==> config.mk <==
export PLATFORM = sky130hd
export DESIGN_NAME = adc_conversion_sequencer
export DESIGN_NICKNAME = d
export VERILOG_FILES = /design/src/adc_seq_pkg.sv /design/src/sar_engine.sv /design/src/adc_conversion_sequencer.sv
export SDC_FILE = /design/constraint.sdc
export NUM_CORES = 1
export LEC_CHECK = 0
export ABC_AREA = 1
export BUFFER_PORTS_ARGS = -buffer_cell sky130_fd_sc_hd__buf_2
export CORE_ASPECT_RATIO = 0.7
export CORE_MARGIN = 2
export CORE_UTILIZATION = 55
export DETAILED_ROUTE_END_ITERATION = 10
export PLACE_DENSITY = 0.8
export SLEW_MARGIN = 20
export SYNTH_ARGS = -nofsm -noshare
export SYNTH_HDL_FRONTEND = slang
export SYNTH_HIERARCHICAL = 1
export SYNTH_SLANG_ARGS = --single-unit
==> constraint.sdc <==
create_clock -name clock -period 4.1 [get_ports clock]
set_clock_uncertainty 0.15 [all_clocks]
set_input_delay 0.82 -clock clock [delete_from_list [all_inputs] [get_ports clock]]
set_output_delay 0.82 -clock clock [all_outputs]
set_load 0.005 [all_outputs]
==> src/adc_seq_pkg.sv <==
// Constants, field layout and carrier types for the conversion sequencer.
// Assumes a 32-bit AHB-Lite register bus and one system clock.
package adc_seq_pkg;

    // ========================================
    // Register byte offsets
    localparam logic [7:0] OFS_CTRL0 = 8'h00;
    localparam logic [7:0] OFS_CTRL1 = 8'h04;
    localparam logic [7:0] OFS_CTRL2 = 8'h08;
    localparam logic [7:0] OFS_PINSEL = 8'h0C;
    localparam logic [7:0] OFS_IRQ = 8'h10;
    localparam logic [7:0] OFS_RESULT = 8'h14;

    // ========================================
    // Field positions
    localparam int CTRL0_START = 7;
    localparam int CTRL0_BUSY = 6;
    localparam int CTRL0_POWER = 5;
    localparam int CTRL0_FORMAT = 4;
    localparam int CTRL0_CH_LSB = 0;
    localparam int CTRL1_SRC_LSB = 5;
    localparam int CTRL1_DIV_LSB = 0;
    localparam int CTRL2_REF_LSB = 0;
    localparam int PINSEL_EXTREF = 8;
    localparam int PINSEL_REFOUT = 9;
    localparam int IRQ_GLOBAL = 0;
    localparam int IRQ_ENABLE = 1;
    localparam int IRQ_FLAG = 2;
    localparam int IRQ_STACK_FULL = 3;

    // ========================================
    // Reset values and timing
    localparam logic [31:0] RESET_WORD = 32'h0000_0000;
    localparam logic [2:0] SRC_EXTERNAL = 3'h0;
    localparam logic [3:0] SAMPLE_CLKS = 4'h4;
    localparam logic [3:0] CONVERT_CLKS = 4'hC;
    localparam int RESULT_BITS = 12;

    // ========================================
    // Reference routing as seen by the analog side
    typedef enum logic [1:0] {
        REF_SUPPLY = 2'b00,
        REF_EXT_PIN = 2'b01,
        REF_BANDGAP = 2'b10
    } ref_src_e;

    typedef struct packed {
        logic power;
        logic sample;
        logic ext_connect;
        logic [2:0] channel;
        logic [2:0] source;
        ref_src_e ref_src;
        logic [1:0] ref_gain_m1;
        logic ref_out_en;
        logic [11:0] dac_code;
    } ana_ctrl_s;

endpackage

==> src/sar_engine.sv <==
// Successive approximation sequencer: 4 sampling plus 12 bit-trial
// converter clocks. Assumes tick is a one-cycle strobe per converter clock.
`timescale 1ns/1ns
`default_nettype none
module sar_engine
    import adc_seq_pkg::*;
(
    // Clock and reset
    input wire logic clock,
    input wire logic sys_rst,
    // Control
    input wire logic tick,
    input wire logic go,
    input wire logic abort,
    input wire logic comp_high,
    // Status
    output logic sampling,
    output logic busy,
    output logic done,
    output logic [RESULT_BITS-1:0] trial,
    output logic [RESULT_BITS-1:0] result
);

    typedef enum logic [1:0] {
        ST_IDLE = 2'b00,
        ST_SAMPLE = 2'b01,
        ST_CONVERT = 2'b10
    } sar_state_e;

    sar_state_e state;
    logic [3:0] count;
    logic [RESULT_BITS-1:0] mask;

    // ========================================
    // Sequencing
    always_ff @(posedge clock) begin
        done <= 1'b0;
        if (sys_rst || abort) begin
            state <= ST_IDLE;
            count <= 4'h0;
            mask <= '0;
            trial <= '0;
        end else begin
            unique case (state)
                ST_IDLE: begin
                    if (go) begin
                        state <= ST_SAMPLE;
                        count <= 4'h0;
                    end
                end
                ST_SAMPLE: begin
                    if (tick) begin
                        count <= count + 4'h1;
                        if (count == SAMPLE_CLKS - 4'h1) begin
                            state <= ST_CONVERT;
                            count <= 4'h0;
                            mask <= 12'h800;
                            trial <= 12'h800;
                        end
                    end
                end
                ST_CONVERT: begin
                    if (tick) begin
                        count <= count + 4'h1;
                        // Comparator high: input above trial, keep bit
                        trial <= (comp_high ? trial : trial & ~mask)
                                 | (mask >> 1);
                        mask <= mask >> 1;
                        if (count == CONVERT_CLKS - 4'h1) begin
                            state <= ST_IDLE;
                            done <= 1'b1;
                        end
                    end
                end
                default: state <= ST_IDLE;
            endcase
        end
    end

    // Unsigned code, all ones at full scale
    always_ff @(posedge clock) begin
        if (sys_rst) begin
            result <= '0;
        end else if (state == ST_CONVERT && tick
                     && count == CONVERT_CLKS - 4'h1) begin
            result <= comp_high ? trial : trial & ~mask;
        end
    end

    assign sampling = (state == ST_SAMPLE);
    assign busy = (state != ST_IDLE);

endmodule
`default_nettype wire

==> src/adc_conversion_sequencer.sv <==
// Control logic of a 12-bit SAR converter: registers, clock divider,
// pin sharing, sequencing and completion request.
// Assumes an AHB-Lite master with one slave and a comparator input.
//
// What this block does
// - Analog-selected pin loses all other functions
// - Pull-high dropped while pin is analog
// - Port direction ignored on analog pins
// - Sample four clocks, convert twelve clocks
// - Conversion runs autonomously without stalling CPU
// - Busy high during conversion, results then valid
// - Request only when enabled, stack not full
// - Power bit one powers up converter
// - Power bit zero switches analog off
// - Source field picks pin or internal
// - Channel field picks external analog pin
// - Reference field picks supply, pin, bandgap
// - Format bit aligns result across bytes
// - Unsigned twelve-bit result, reference over 4096
// - Divider codes are powers of two
// - Completion always sets request flag
// - Reference code map with gains
// - Global enable low blocks the request
//
// The implementer's own choices: the AHB-Lite interface to the registers and the register offsets.
`timescale 1ns/1ns
`default_nettype none
module adc_conversion_sequencer
    import adc_seq_pkg::*;
#(
    parameter int PINS = 8
)(
    // Clock and reset
    input wire logic clock,
    input wire logic sys_rst,
    // AHB-Lite slave
    input wire logic hsel,
    input wire logic [31:0] haddr,
    input wire logic [1:0] htrans,
    input wire logic hwrite,
    input wire logic [2:0] hsize,
    input wire logic [31:0] hwdata,
    input wire logic hready,
    output logic [31:0] hrdata,
    output logic hreadyout,
    output logic hresp,
    // Port logic requests per pin
    input wire logic [PINS-1:0] gpio_dout,
    input wire logic [PINS-1:0] port_direction_ctrl,
    input wire logic [PINS-1:0] pull_high_req,
    output logic [PINS-1:0] pad_dout,
    output logic [PINS-1:0] pad_oe,
    output logic [PINS-1:0] pad_pull_en,
    output logic [PINS-1:0] analog_sw_en,
    // Analog core
    input wire logic comp_high,
    output ana_ctrl_s ana_ctrl,
    // Interrupt controller
    input wire logic stack_full,
    input wire logic irq_ack,
    output logic conv_irq_req
);

    // ========================================
    // Elaboration checks
    if (PINS < 1 || PINS > 8) begin : g_bad_pins
        $error("PINS must be 1 to 8");
    end

    logic start_bit;
    logic conv_power_en;
    logic result_format_sel;
    logic [2:0] ext_channel_sel;
    logic [2:0] input_source_sel;
    logic [2:0] conv_clk_div_sel;
    logic [3:0] ref_source_sel;
    logic [PINS-1:0] pin_function_select;
    logic ext_ref_input;
    logic ref_output_pin;
    logic global_irq_en;
    logic conv_irq_en;
    logic conv_irq_flag;
    logic [7:0] result_high;
    logic [7:0] result_low;

    logic pend;
    logic pend_write;
    logic [7:0] pend_addr;
    logic do_write;
    logic [31:0] read_word;

    logic start_prev;
    logic go;
    logic abort;
    logic [6:0] div_count;
    logic tick;
    logic sampling;
    logic busy;
    logic done;
    logic [11:0] trial;
    logic [11:0] code;
    logic ext_selected;

    // ========================================
    // Bus slave: one wait state on every transfer
    always_ff @(posedge clock) begin
        if (sys_rst) begin
            pend <= 1'b0;
            pend_write <= 1'b0;
            pend_addr <= 8'h00;
            hreadyout <= 1'b1;
        end else if (hsel && htrans[1] && hready && hreadyout) begin
            pend <= 1'b1;
            pend_write <= hwrite;
            pend_addr <= haddr[7:0];
            hreadyout <= 1'b0;
        end else begin
            pend <= 1'b0;
            hreadyout <= 1'b1;
        end
    end

    // Only OKAY responses
    always_ff @(posedge clock) begin
        hresp <= 1'b0;
    end

    assign do_write = pend && pend_write;

    always_comb begin
        read_word = RESET_WORD;
        unique case (pend_addr)
            OFS_CTRL0: begin
                read_word[CTRL0_START] = start_bit;
                read_word[CTRL0_BUSY] = busy;
                read_word[CTRL0_POWER] = conv_power_en;
                read_word[CTRL0_FORMAT] = result_format_sel;
                read_word[CTRL0_CH_LSB +: 3] = ext_channel_sel;
            end
            OFS_CTRL1: begin
                read_word[CTRL1_SRC_LSB +: 3] = input_source_sel;
                read_word[CTRL1_DIV_LSB +: 3] = conv_clk_div_sel;
            end
            OFS_CTRL2: read_word[CTRL2_REF_LSB +: 4] = ref_source_sel;
            OFS_PINSEL: begin
                read_word[PINS-1:0] = pin_function_select;
                read_word[PINSEL_EXTREF] = ext_ref_input;
                read_word[PINSEL_REFOUT] = ref_output_pin;
            end
            OFS_IRQ: begin
                read_word[IRQ_GLOBAL] = global_irq_en;
                read_word[IRQ_ENABLE] = conv_irq_en;
                read_word[IRQ_FLAG] = conv_irq_flag;
                read_word[IRQ_STACK_FULL] = stack_full;
            end
            OFS_RESULT: read_word[15:0] = {result_high, result_low};
            default: read_word = RESET_WORD;
        endcase
    end

    always_ff @(posedge clock) begin
        if (sys_rst) begin
            hrdata <= RESET_WORD;
        end else if (pend && !pend_write) begin
            hrdata <= read_word;
        end
    end

    // ========================================
    // Control registers
    always_ff @(posedge clock) begin
        if (sys_rst) begin
            start_bit <= 1'b0;
            conv_power_en <= 1'b0;
            result_format_sel <= 1'b0;
            ext_channel_sel <= 3'h0;
            input_source_sel <= SRC_EXTERNAL;
            conv_clk_div_sel <= 3'h0;
            ref_source_sel <= 4'h0;
            pin_function_select <= '0;
            ext_ref_input <= 1'b0;
            ref_output_pin <= 1'b0;
            global_irq_en <= 1'b0;
            conv_irq_en <= 1'b0;
        end else if (do_write) begin
            unique case (pend_addr)
                OFS_CTRL0: begin
                    start_bit <= hwdata[CTRL0_START];
                    conv_power_en <= hwdata[CTRL0_POWER];
                    result_format_sel <= hwdata[CTRL0_FORMAT];
                    ext_channel_sel <= hwdata[CTRL0_CH_LSB +: 3];
                end
                OFS_CTRL1: begin
                    input_source_sel <= hwdata[CTRL1_SRC_LSB +: 3];
                    conv_clk_div_sel <= hwdata[CTRL1_DIV_LSB +: 3];
                end
                OFS_CTRL2: ref_source_sel <= hwdata[CTRL2_REF_LSB +: 4];
                OFS_PINSEL: begin
                    pin_function_select <= hwdata[PINS-1:0];
                    ext_ref_input <= hwdata[PINSEL_EXTREF];
                    ref_output_pin <= hwdata[PINSEL_REFOUT];
                end
                OFS_IRQ: begin
                    global_irq_en <= hwdata[IRQ_GLOBAL];
                    conv_irq_en <= hwdata[IRQ_ENABLE];
                end
                default: ;
            endcase
        end
    end

    // ========================================
    // Start pulse: high resets, falling edge launches
    always_ff @(posedge clock) begin
        if (sys_rst) begin
            start_prev <= 1'b0;
        end else begin
            start_prev <= start_bit;
        end
    end

    assign go = start_prev && !start_bit && conv_power_en;
    // Power-down or a held start cancels any running conversion
    assign abort = start_bit || !conv_power_en;

    // ========================================
    // Converter clock divider
    always_ff @(posedge clock) begin
        if (sys_rst || !busy) begin
            div_count <= 7'h00;
        end else if (tick) begin
            div_count <= 7'h00;
        end else begin
            div_count <= div_count + 7'h01;
        end
    end

    // Divide by 2 to the power of the code
    assign tick = (div_count == 7'((8'h01 << conv_clk_div_sel) - 8'h01));

    // Runs on its own; the bus stays free meanwhile
    sar_engine u_sar (
        .clock(clock),
        .sys_rst(sys_rst),
        .tick(tick),
        .go(go),
        .abort(abort),
        .comp_high(comp_high),
        .sampling(sampling),
        .busy(busy),
        .done(done),
        .trial(trial),
        .result(code)
    );

    // ========================================
    // Result registers, loaded only at completion
    always_ff @(posedge clock) begin
        if (sys_rst) begin
            result_high <= 8'h00;
            result_low <= 8'h00;
        end else if (done) begin
            if (result_format_sel) begin
                result_high <= {4'h0, code[11:8]};
                result_low <= code[7:0];
            end else begin
                result_high <= code[11:4];
                result_low <= {code[3:0], 4'h0};
            end
        end
    end

    // ========================================
    // Completion request
    always_ff @(posedge clock) begin
        if (sys_rst) begin
            conv_irq_flag <= 1'b0;
        end else if (done) begin
            // Set wins over a same-cycle clear
            conv_irq_flag <= 1'b1;
        end else if (irq_ack) begin
            conv_irq_flag <= 1'b0;
        end else if (do_write && pend_addr == OFS_IRQ) begin
            conv_irq_flag <= hwdata[IRQ_FLAG];
        end
    end

    always_ff @(posedge clock) begin
        if (sys_rst) begin
            conv_irq_req <= 1'b0;
        end else begin
            conv_irq_req <= conv_irq_flag && conv_irq_en
                            && global_irq_en
                            && !stack_full && !irq_ack;
        end
    end

    // ========================================
    // Analog side controls
    assign ext_selected = (input_source_sel == SRC_EXTERNAL);

    always_ff @(posedge clock) begin
        if (sys_rst || !conv_power_en) begin
            ana_ctrl <= '0;
        end else begin
            ana_ctrl.power <= 1'b1;
            ana_ctrl.sample <= sampling;
            ana_ctrl.ext_connect <= ext_selected;
            ana_ctrl.channel <= ext_channel_sel;
            ana_ctrl.source <= input_source_sel;
            ana_ctrl.ref_out_en <= ref_output_pin;
            ana_ctrl.dac_code <= trial;
            unique case (ref_source_sel)
                4'h1, 4'h2, 4'h3, 4'h4: begin
                    ana_ctrl.ref_src <= REF_EXT_PIN;
                    ana_ctrl.ref_gain_m1 <= 2'(ref_source_sel - 4'h1);
                end
                4'hA, 4'hB, 4'hC: begin
                    ana_ctrl.ref_src <= REF_BANDGAP;
                    ana_ctrl.ref_gain_m1 <= 2'(ref_source_sel - 4'h9);
                end
                default: begin
                    ana_ctrl.ref_src <= REF_SUPPLY;
                    ana_ctrl.ref_gain_m1 <= 2'h0;
                end
            endcase
        end
    end

    // ========================================
    // Pin sharing, one slice per pin
    for (genvar i = 0; i < PINS; i++) begin : g_pin
        always_ff @(posedge clock) begin
            if (sys_rst) begin
                pad_dout[i] <= 1'b0;
                pad_oe[i] <= 1'b0;
                pad_pull_en[i] <= 1'b0;
                analog_sw_en[i] <= 1'b0;
            end else if (pin_function_select[i]) begin
                pad_dout[i] <= 1'b0;
                pad_oe[i] <= 1'b0;
                pad_pull_en[i] <= 1'b0;
                analog_sw_en[i] <= conv_power_en && ext_selected
                                   && ext_channel_sel == 3'(i);
            end else begin
                pad_dout[i] <= gpio_dout[i];
                pad_oe[i] <= !port_direction_ctrl[i];
                pad_pull_en[i] <= pull_high_req[i];
                analog_sw_en[i] <= 1'b0;
            end
        end
    end

endmodule
`default_nettype wire

* Word-level counts from Yosys, hierarchy flattened
Index checks and enable logic that the tools add are counted.
** Word-level totals
- Flip-flop bits (word level) :: 182
- Output and inout bits :: 93
- Word-level logic and storage cells :: 229
** Cells by class
- Bitwise gates (word level) :: 13
- Equality and inequality tests :: 29
- Multiplexer cells :: 34
- Reductions and logical operators :: 77
- Shift-type cells :: 1
- Add/sub/neg operators :: 5
** Operator list (count)
- 12-bit two-way mux :: 5
- 12-bit one-hot mux with 2 select lines :: 2
- 2-bit OR reduction :: 17
- 26-bit two-way mux :: 1
- 1-bit logical AND :: 23
- 3-bit one-hot mux with 6 select lines :: 1
- 4-bit equality test (second input constant) :: 4
- 8-bit by 4-bit equality test with 1-bit output (second input constant) :: 2
- 8-bit by 5-bit equality test with 1-bit output (second input constant) :: 2
- 4-bit two-way mux :: 4
- 8-bit two-way mux :: 2
- 1-bit zero test :: 14
- 12-bit bitwise AND :: 1
- 3-bit equality test (second input constant) :: 4
- 4-bit by 2-bit equality test with 1-bit output (second input constant) :: 3
- 12-bit inverter :: 1
- 12-bit by 11-bit OR with 12-bit output :: 1
- 3-bit one-hot mux with 4 select lines :: 1
- 4-bit one-hot mux with 3 select lines :: 1
- 2-bit two-way mux :: 5
- 1-bit inverter :: 10
- 2-bit AND reduction :: 5
- 8-bit by 3-bit equality test with 1-bit output (second input constant) :: 1
- 8-bit zero test :: 1
- other kinds (30) :: 48

* Longest topological paths before layout
- Depth after elaboration :: 6
- Gate-level depth with buffers :: 21
- Gate-level depth less buffers :: 20

* Cells and area by module
The synthesis kept the hierarchy.
** Modules (own cells, without submodules)
- adc_conversion_sequencer :: instances 1, area an instance 5534.1 µm², sequential area each 2782.7 µm², cells each 714
- sar_engine :: instances 1, area an instance 2152.1 µm², sequential area each 860.8 µm², cells each 337

* Worst setup path after synthesis
No wires, ideal clock.
- Kind :: register to register
- From :: reg conv_clk_div_sel[1]
- To :: reg u_sar.mask[10]
- Required time :: 3.837 ns
- Clock period less this slack :: 2.370 ns
- Setup time :: 0.113 ns
- Setup slack :: 1.730 ns
- Data arrival time :: 2.107 ns
- Buffers on the path :: 2
- Stages on the path, launching flop included :: 20
- Path through :: dfxtp_1 buf_2 nor2_2 nand2_1 ha_1 inv_1 nand2_1 nand2_1 nand2_1 nand2_1 nand2_1 nor2_1 nand3_1 inv_1 inv_1 o21ai_4 nand3_4 buf_2 o21ai_1 nor2_1
** On the way
- Word-level cells in the longest chain between the ends :: 5
** Ends and longest elaborated chain
- from (decl) :: RTL line adc_conversion_sequencer.sv:75 : logic [2:0] conv_clk_div_sel;
- from (signal assigned) :: RTL line adc_conversion_sequencer.sv:195 : conv_clk_div_sel <= hwdata[CTRL1_DIV_LSB +: 3];
- 1-bit by 3-bit left shift with 7-bit output * :: RTL line adc_conversion_sequencer.sv:239 : assign tick = (div_count == 7'((8'h01 << conv_clk_div_sel) - 8'h01));
- 7-bit by 1-bit subtractor with 7-bit output * :: RTL line adc_conversion_sequencer.sv:239
- 7-bit equality test * :: RTL line adc_conversion_sequencer.sv:239
- net tick :: RTL line adc_conversion_sequencer.sv:96 : logic tick;
- 2-bit by 1-bit != test with 1-bit output (no line)
- 4-bit AND reduction (no line) *
- to (signal assigned) :: RTL line sar_engine.sv:68 : mask <= mask >> 1;
- to (decl) :: RTL line sar_engine.sv:32 : logic [RESULT_BITS-1:0] mask;
The timed path passes the listed nets; every way through them passes the cells marked *.
A chain may end at the register's enable or synchronous reset.

* Final worst setup path
- From :: reg conv_clk_div_sel[2]
- To :: reg u_sar.trial[11]
** On the way
- Word-level cells in the longest chain between the ends :: 5
** Ends and longest elaborated chain
- 1-bit by 3-bit left shift with 7-bit output * :: RTL line adc_conversion_sequencer.sv:239
- 7-bit by 1-bit subtractor with 7-bit output * :: RTL line adc_conversion_sequencer.sv:239
- 7-bit equality test * :: RTL line adc_conversion_sequencer.sv:239
- net tick :: RTL line adc_conversion_sequencer.sv:96
- 2-bit by 1-bit != test with 1-bit output (no line)
- 4-bit AND reduction (no line) *
- to (signal assigned) :: RTL line sar_engine.sv:66 : trial <= (comp_high ? trial : trial & ~mask)
- to (decl) :: RTL line sar_engine.sv:20 : output logic [RESULT_BITS-1:0] trial,
Marks and branches as above.

==> reports/summary.txt <==
outcome: finished clean
Final #Nets: 1,274
GR Layer Usage met3: 5.62%
CTS Root Cell: clkbuf_16
Leak Pwr: 4.14 nW
delay-heaviest family, CP: simple AND/OR/NAND/NOR gates
Max Clk Rate: 325 MHz
row count: 36
die height: 103 um
DRC viols: 0
top cells by area, synth: dfxtp_1 (47%), nand2_1 (11%), inv_1 (8.1%), nor2_1 (7.6%), a21oi_1 (4.2%)
floorplan core area: 0.0138 sq mm
DRT iter0 DRCs: 501
reg-to-reg critical path endpoint: u_sar/trial[11]
post-cts sizing count: 0
relative slew slack: 37.7%
Startpoint Class: flop
Worst Tran Pin Value: 0.930 ns
CP endpoint kind: flop
critical path type: flop to flop
non-filler instance count after layout: 1,365
Hold/Removal Path Class: flop to flop
Max VDD drop: 326 uV
first-pass GRT wire length: 28,800 um
reg2reg path depth: 17
met2 Resource Use GR: 37.4%
initial antenna violation count: 0
sw power: 0.796 mW
final WL: 17,900 um
gr ovfl total: 0
hold_buf cts: 0
Fin. Hold Viols: 0
worst r2r src: conv_clk_div_sel[2]
most common cell after layout, fill and taps aside: nand2_1
number of port buffers: 126
fin crit period: 3.08 ns
synthesized flop and latch total: 182
pwr/cell area: 411 mW/mm^2
Setup-failing EPs final: 0
RSZ-0062 raised after global routing: false
worst-path maximum fanout: 45
I/O pin cnt: 194
yosys warns: 6
Synth-to-Final Area Change: 16.2%
Yosys top cell area share: 47.4%
TritonCTS clock tree: built
Max Cap Viol: 0
GR peak layer: met2
Post-CTS Setup Inserts: 0
vias in the first global route: 5,963
Bufs on Longest Clock Path: 2
Syn Area/Cell: 7.31 sq um
Worst-Skew Late Latency: 0.42 ns
starting density of the core: 55.8%
Pint: 2.88 mW
GPL Wtd Cong: 0.875
detailed-router iteration count before antenna repair: 5
sequential fraction of the synthesis area: 47.4%
Slowest-stage cell, CP: dfxtp_1
Cell Area, Synth: 0.00769 sq mm
Reg clk slew, reported paths: 0.07 ns
combinational share of power: 3.6%
CTS buffer count: 17
Vias: 6,819
largest net degree at the start of global routing: 54
Pins Over Slew Limit: 0
Vias/cell: 5.00
post-route ant nets: 0
H-tree depth: 4
setup_tns: 0 ns
end point of the critical path: u_sar/trial[11]
# diodes: 0
r2r setup slk: 1.02 ns
hpwl dp: 12,300 um
Reg power frac: 48.9%
DR WL/cell: 13.1 um
Num Clock Sinks: 182
gr usage total: 24.0%
Cell variety after synth: 41
Critical Path Stages: 17
commonest cells after routing, fill and taps aside: nand2_1 (218), dfxtp_1 (182), inv_1 (166)
CP Data Required Time: 4.32 ns
Clock power frac: 47.5%
GR Util met1: 33.7%
share of cells above drive strength 1: 16.1%
Die ar.: 0.0150 sq mm
Setup crit start: conv_clk_div_sel[2]
worst path cell trace: inv_1 -> nand3_1 -> ha_1 -> inv_1 -> nand2_1 -> nand2_1 -> nor2_1 -> nand2_1 -> nand2_1 -> nand3_1 -> inv_1 -> inv_1 -> o21ai_4 -> nand3_4 -> inv_1 -> nand3_1 -> nand2_1
post-synth top area cell: dfxtp_1
cells after synthesis: 1,051
Bufs and invs on worst path: 5
total power draw: 3.67 mW
Max stage delay on crit path: 0.56 ns
switch share: 21.7%
die width: 145 um
fin crit share: 75.1%
placed cell count: 1,333
Worst Path Arrival: 3.29 ns
[final cells by class]
class | count | area, sq um
flip-flops and latches | 182 | 3640
fillers | 1224 | 4850
well taps | 190 | 238
clock buffers | 18 | 439
inverters | 173 | 654
multi-input cells | 661 | 3120
repair buffers | 127 | 638
clock inverters | 14 | 196
[state kept, by name, summed over array words and instances (netlist names), 4 cells and up]
signal               count
hrdata                  16
pin_function_select      8
pend_addr                8
div_count                7
u_sar/result            12
pad_pull_en              8
pad_dout                 8
ana_ctrl                26
pad_oe                   8
u_sar/trial             12
result_low               8
u_sar/count              4
ref_source_sel           4
u_sar/mask              12
result_high              8
analog_sw_en             8
[how the worst min path moves through the flow]
stage	start	end	slack, ns	cells after the start
floorplan	u_sar/trial[11]	ana_ctrl[11]	0.26	2
global placement	u_sar/trial[0]	ana_ctrl[0]	0.28	2
detailed placement	u_sar/trial[0]	ana_ctrl[0]	0.28	2
CTS	u_sar/trial[0]	ana_ctrl[0]	0.29	2
global route	u_sar/trial[10]	ana_ctrl[10]	0.30	2
finish	u_sar/trial[0]	ana_ctrl[0]	0.29	2
[worst reg2reg max path: cells and delay by family, from the launching register on]
kind                       cells  cell delay [ns]
AOI/OAI and AO/OA              1             0.12
adders and majority gates      1             0.25
buffers and inverters          5             0.74
DFF                            1             0.56
and+or+nand+nor               10             1.21
[cells by family (layout without fill, tap and decap cells)]
kind of cell    count (synthesis)  count (layout)  share of synthesized area [%]
compound gates                154             154                           10.6
flops                         182             182                           47.4
xor+xnor                        8               8                          0.912
simple gates                  471             471                           26.5
other cells                     1              17                         0.0488
fa+ha+maj                      11              11                           1.79
buf+inv                       224             332                           12.8
[power by group through the flow]
stage / logic (mW) / clock network [mW] / registers, mW
after detailed placement: 0.130 / 0 / 1.84
after global routing: 0.149 / 1.84 / 1.80
after global placement: 0.127 / 0 / 1.84
final: 0.132 / 1.74 / 1.80
after CTS: 0.131 / 1.76 / 1.80
after floorplan: 0.0819 / 0 / 1.84
[per-stage QoR]
stage | worst slack, ns | util (%) | hold WS [ns] | cell area (sq um)
floorplan | 1.73 | - | 0.258 | 7750
global placement | 1.17 | 60.2 | 0.281 | 8300
detailed placement | 1.09 | 60.2 | 0.282 | 8300
CTS | 1.02 | 64.8 | 0.292 | 8930
global route | 0.700 | 64.8 | 0.304 | 8930
finish | 1.02 | 64.8 | 0.287 | 8930
[cell usage after synthesis]
| library cell | instances |
|---|---|
| nor4_1 | 9 |
| inv_2 | 5 |
| buf_6 | 3 |
| nand3b_1 | 1 |
| dfxtp_1 | 182 |
| buf_12 | 1 |
| nand3_2 | 1 |
| clkbuf_1 | 12 |
| nand4_1 | 8 |
| clkinv_4 | 1 |
| o21ai_4 | 1 |
| inv_1 | 166 |
| conb_1 | 1 |
| a31oi_1 | 1 |
| xnor2_1 | 3 |
| nor4_4 | 1 |
| o21ai_0 | 59 |
| a21oi_1 | 65 |
| nand3_4 | 1 |
| or2_1 | 1 |
| nand2_2 | 2 |
| nor2_8 | 2 |
| o21ai_1 | 16 |
| buf_1 | 2 |
| nand2_1 | 218 |
| nor3_1 | 6 |
| clkinv_1 | 1 |
| buf_2 | 11 |
| nor4_2 | 1 |
| o21bai_1 | 1 |
| o211ai_1 | 6 |
| xor2_1 | 5 |
| nor2_1 | 155 |
| nand3_1 | 54 |
| buf_4 | 22 |
| nor2_2 | 5 |
| o22ai_1 | 1 |
| ha_1 | 11 |
| nor2_4 | 2 |
| o21ai_2 | 4 |
| nand2_4 | 4 |
[routing by layer]
metal	up-vias	wire length (um)
met4	0	241
met3	24	1220
met2	209	7860
met1	3132	8560
met5	-	0
li1	3454	-
(Power assumes the default switching activity.)
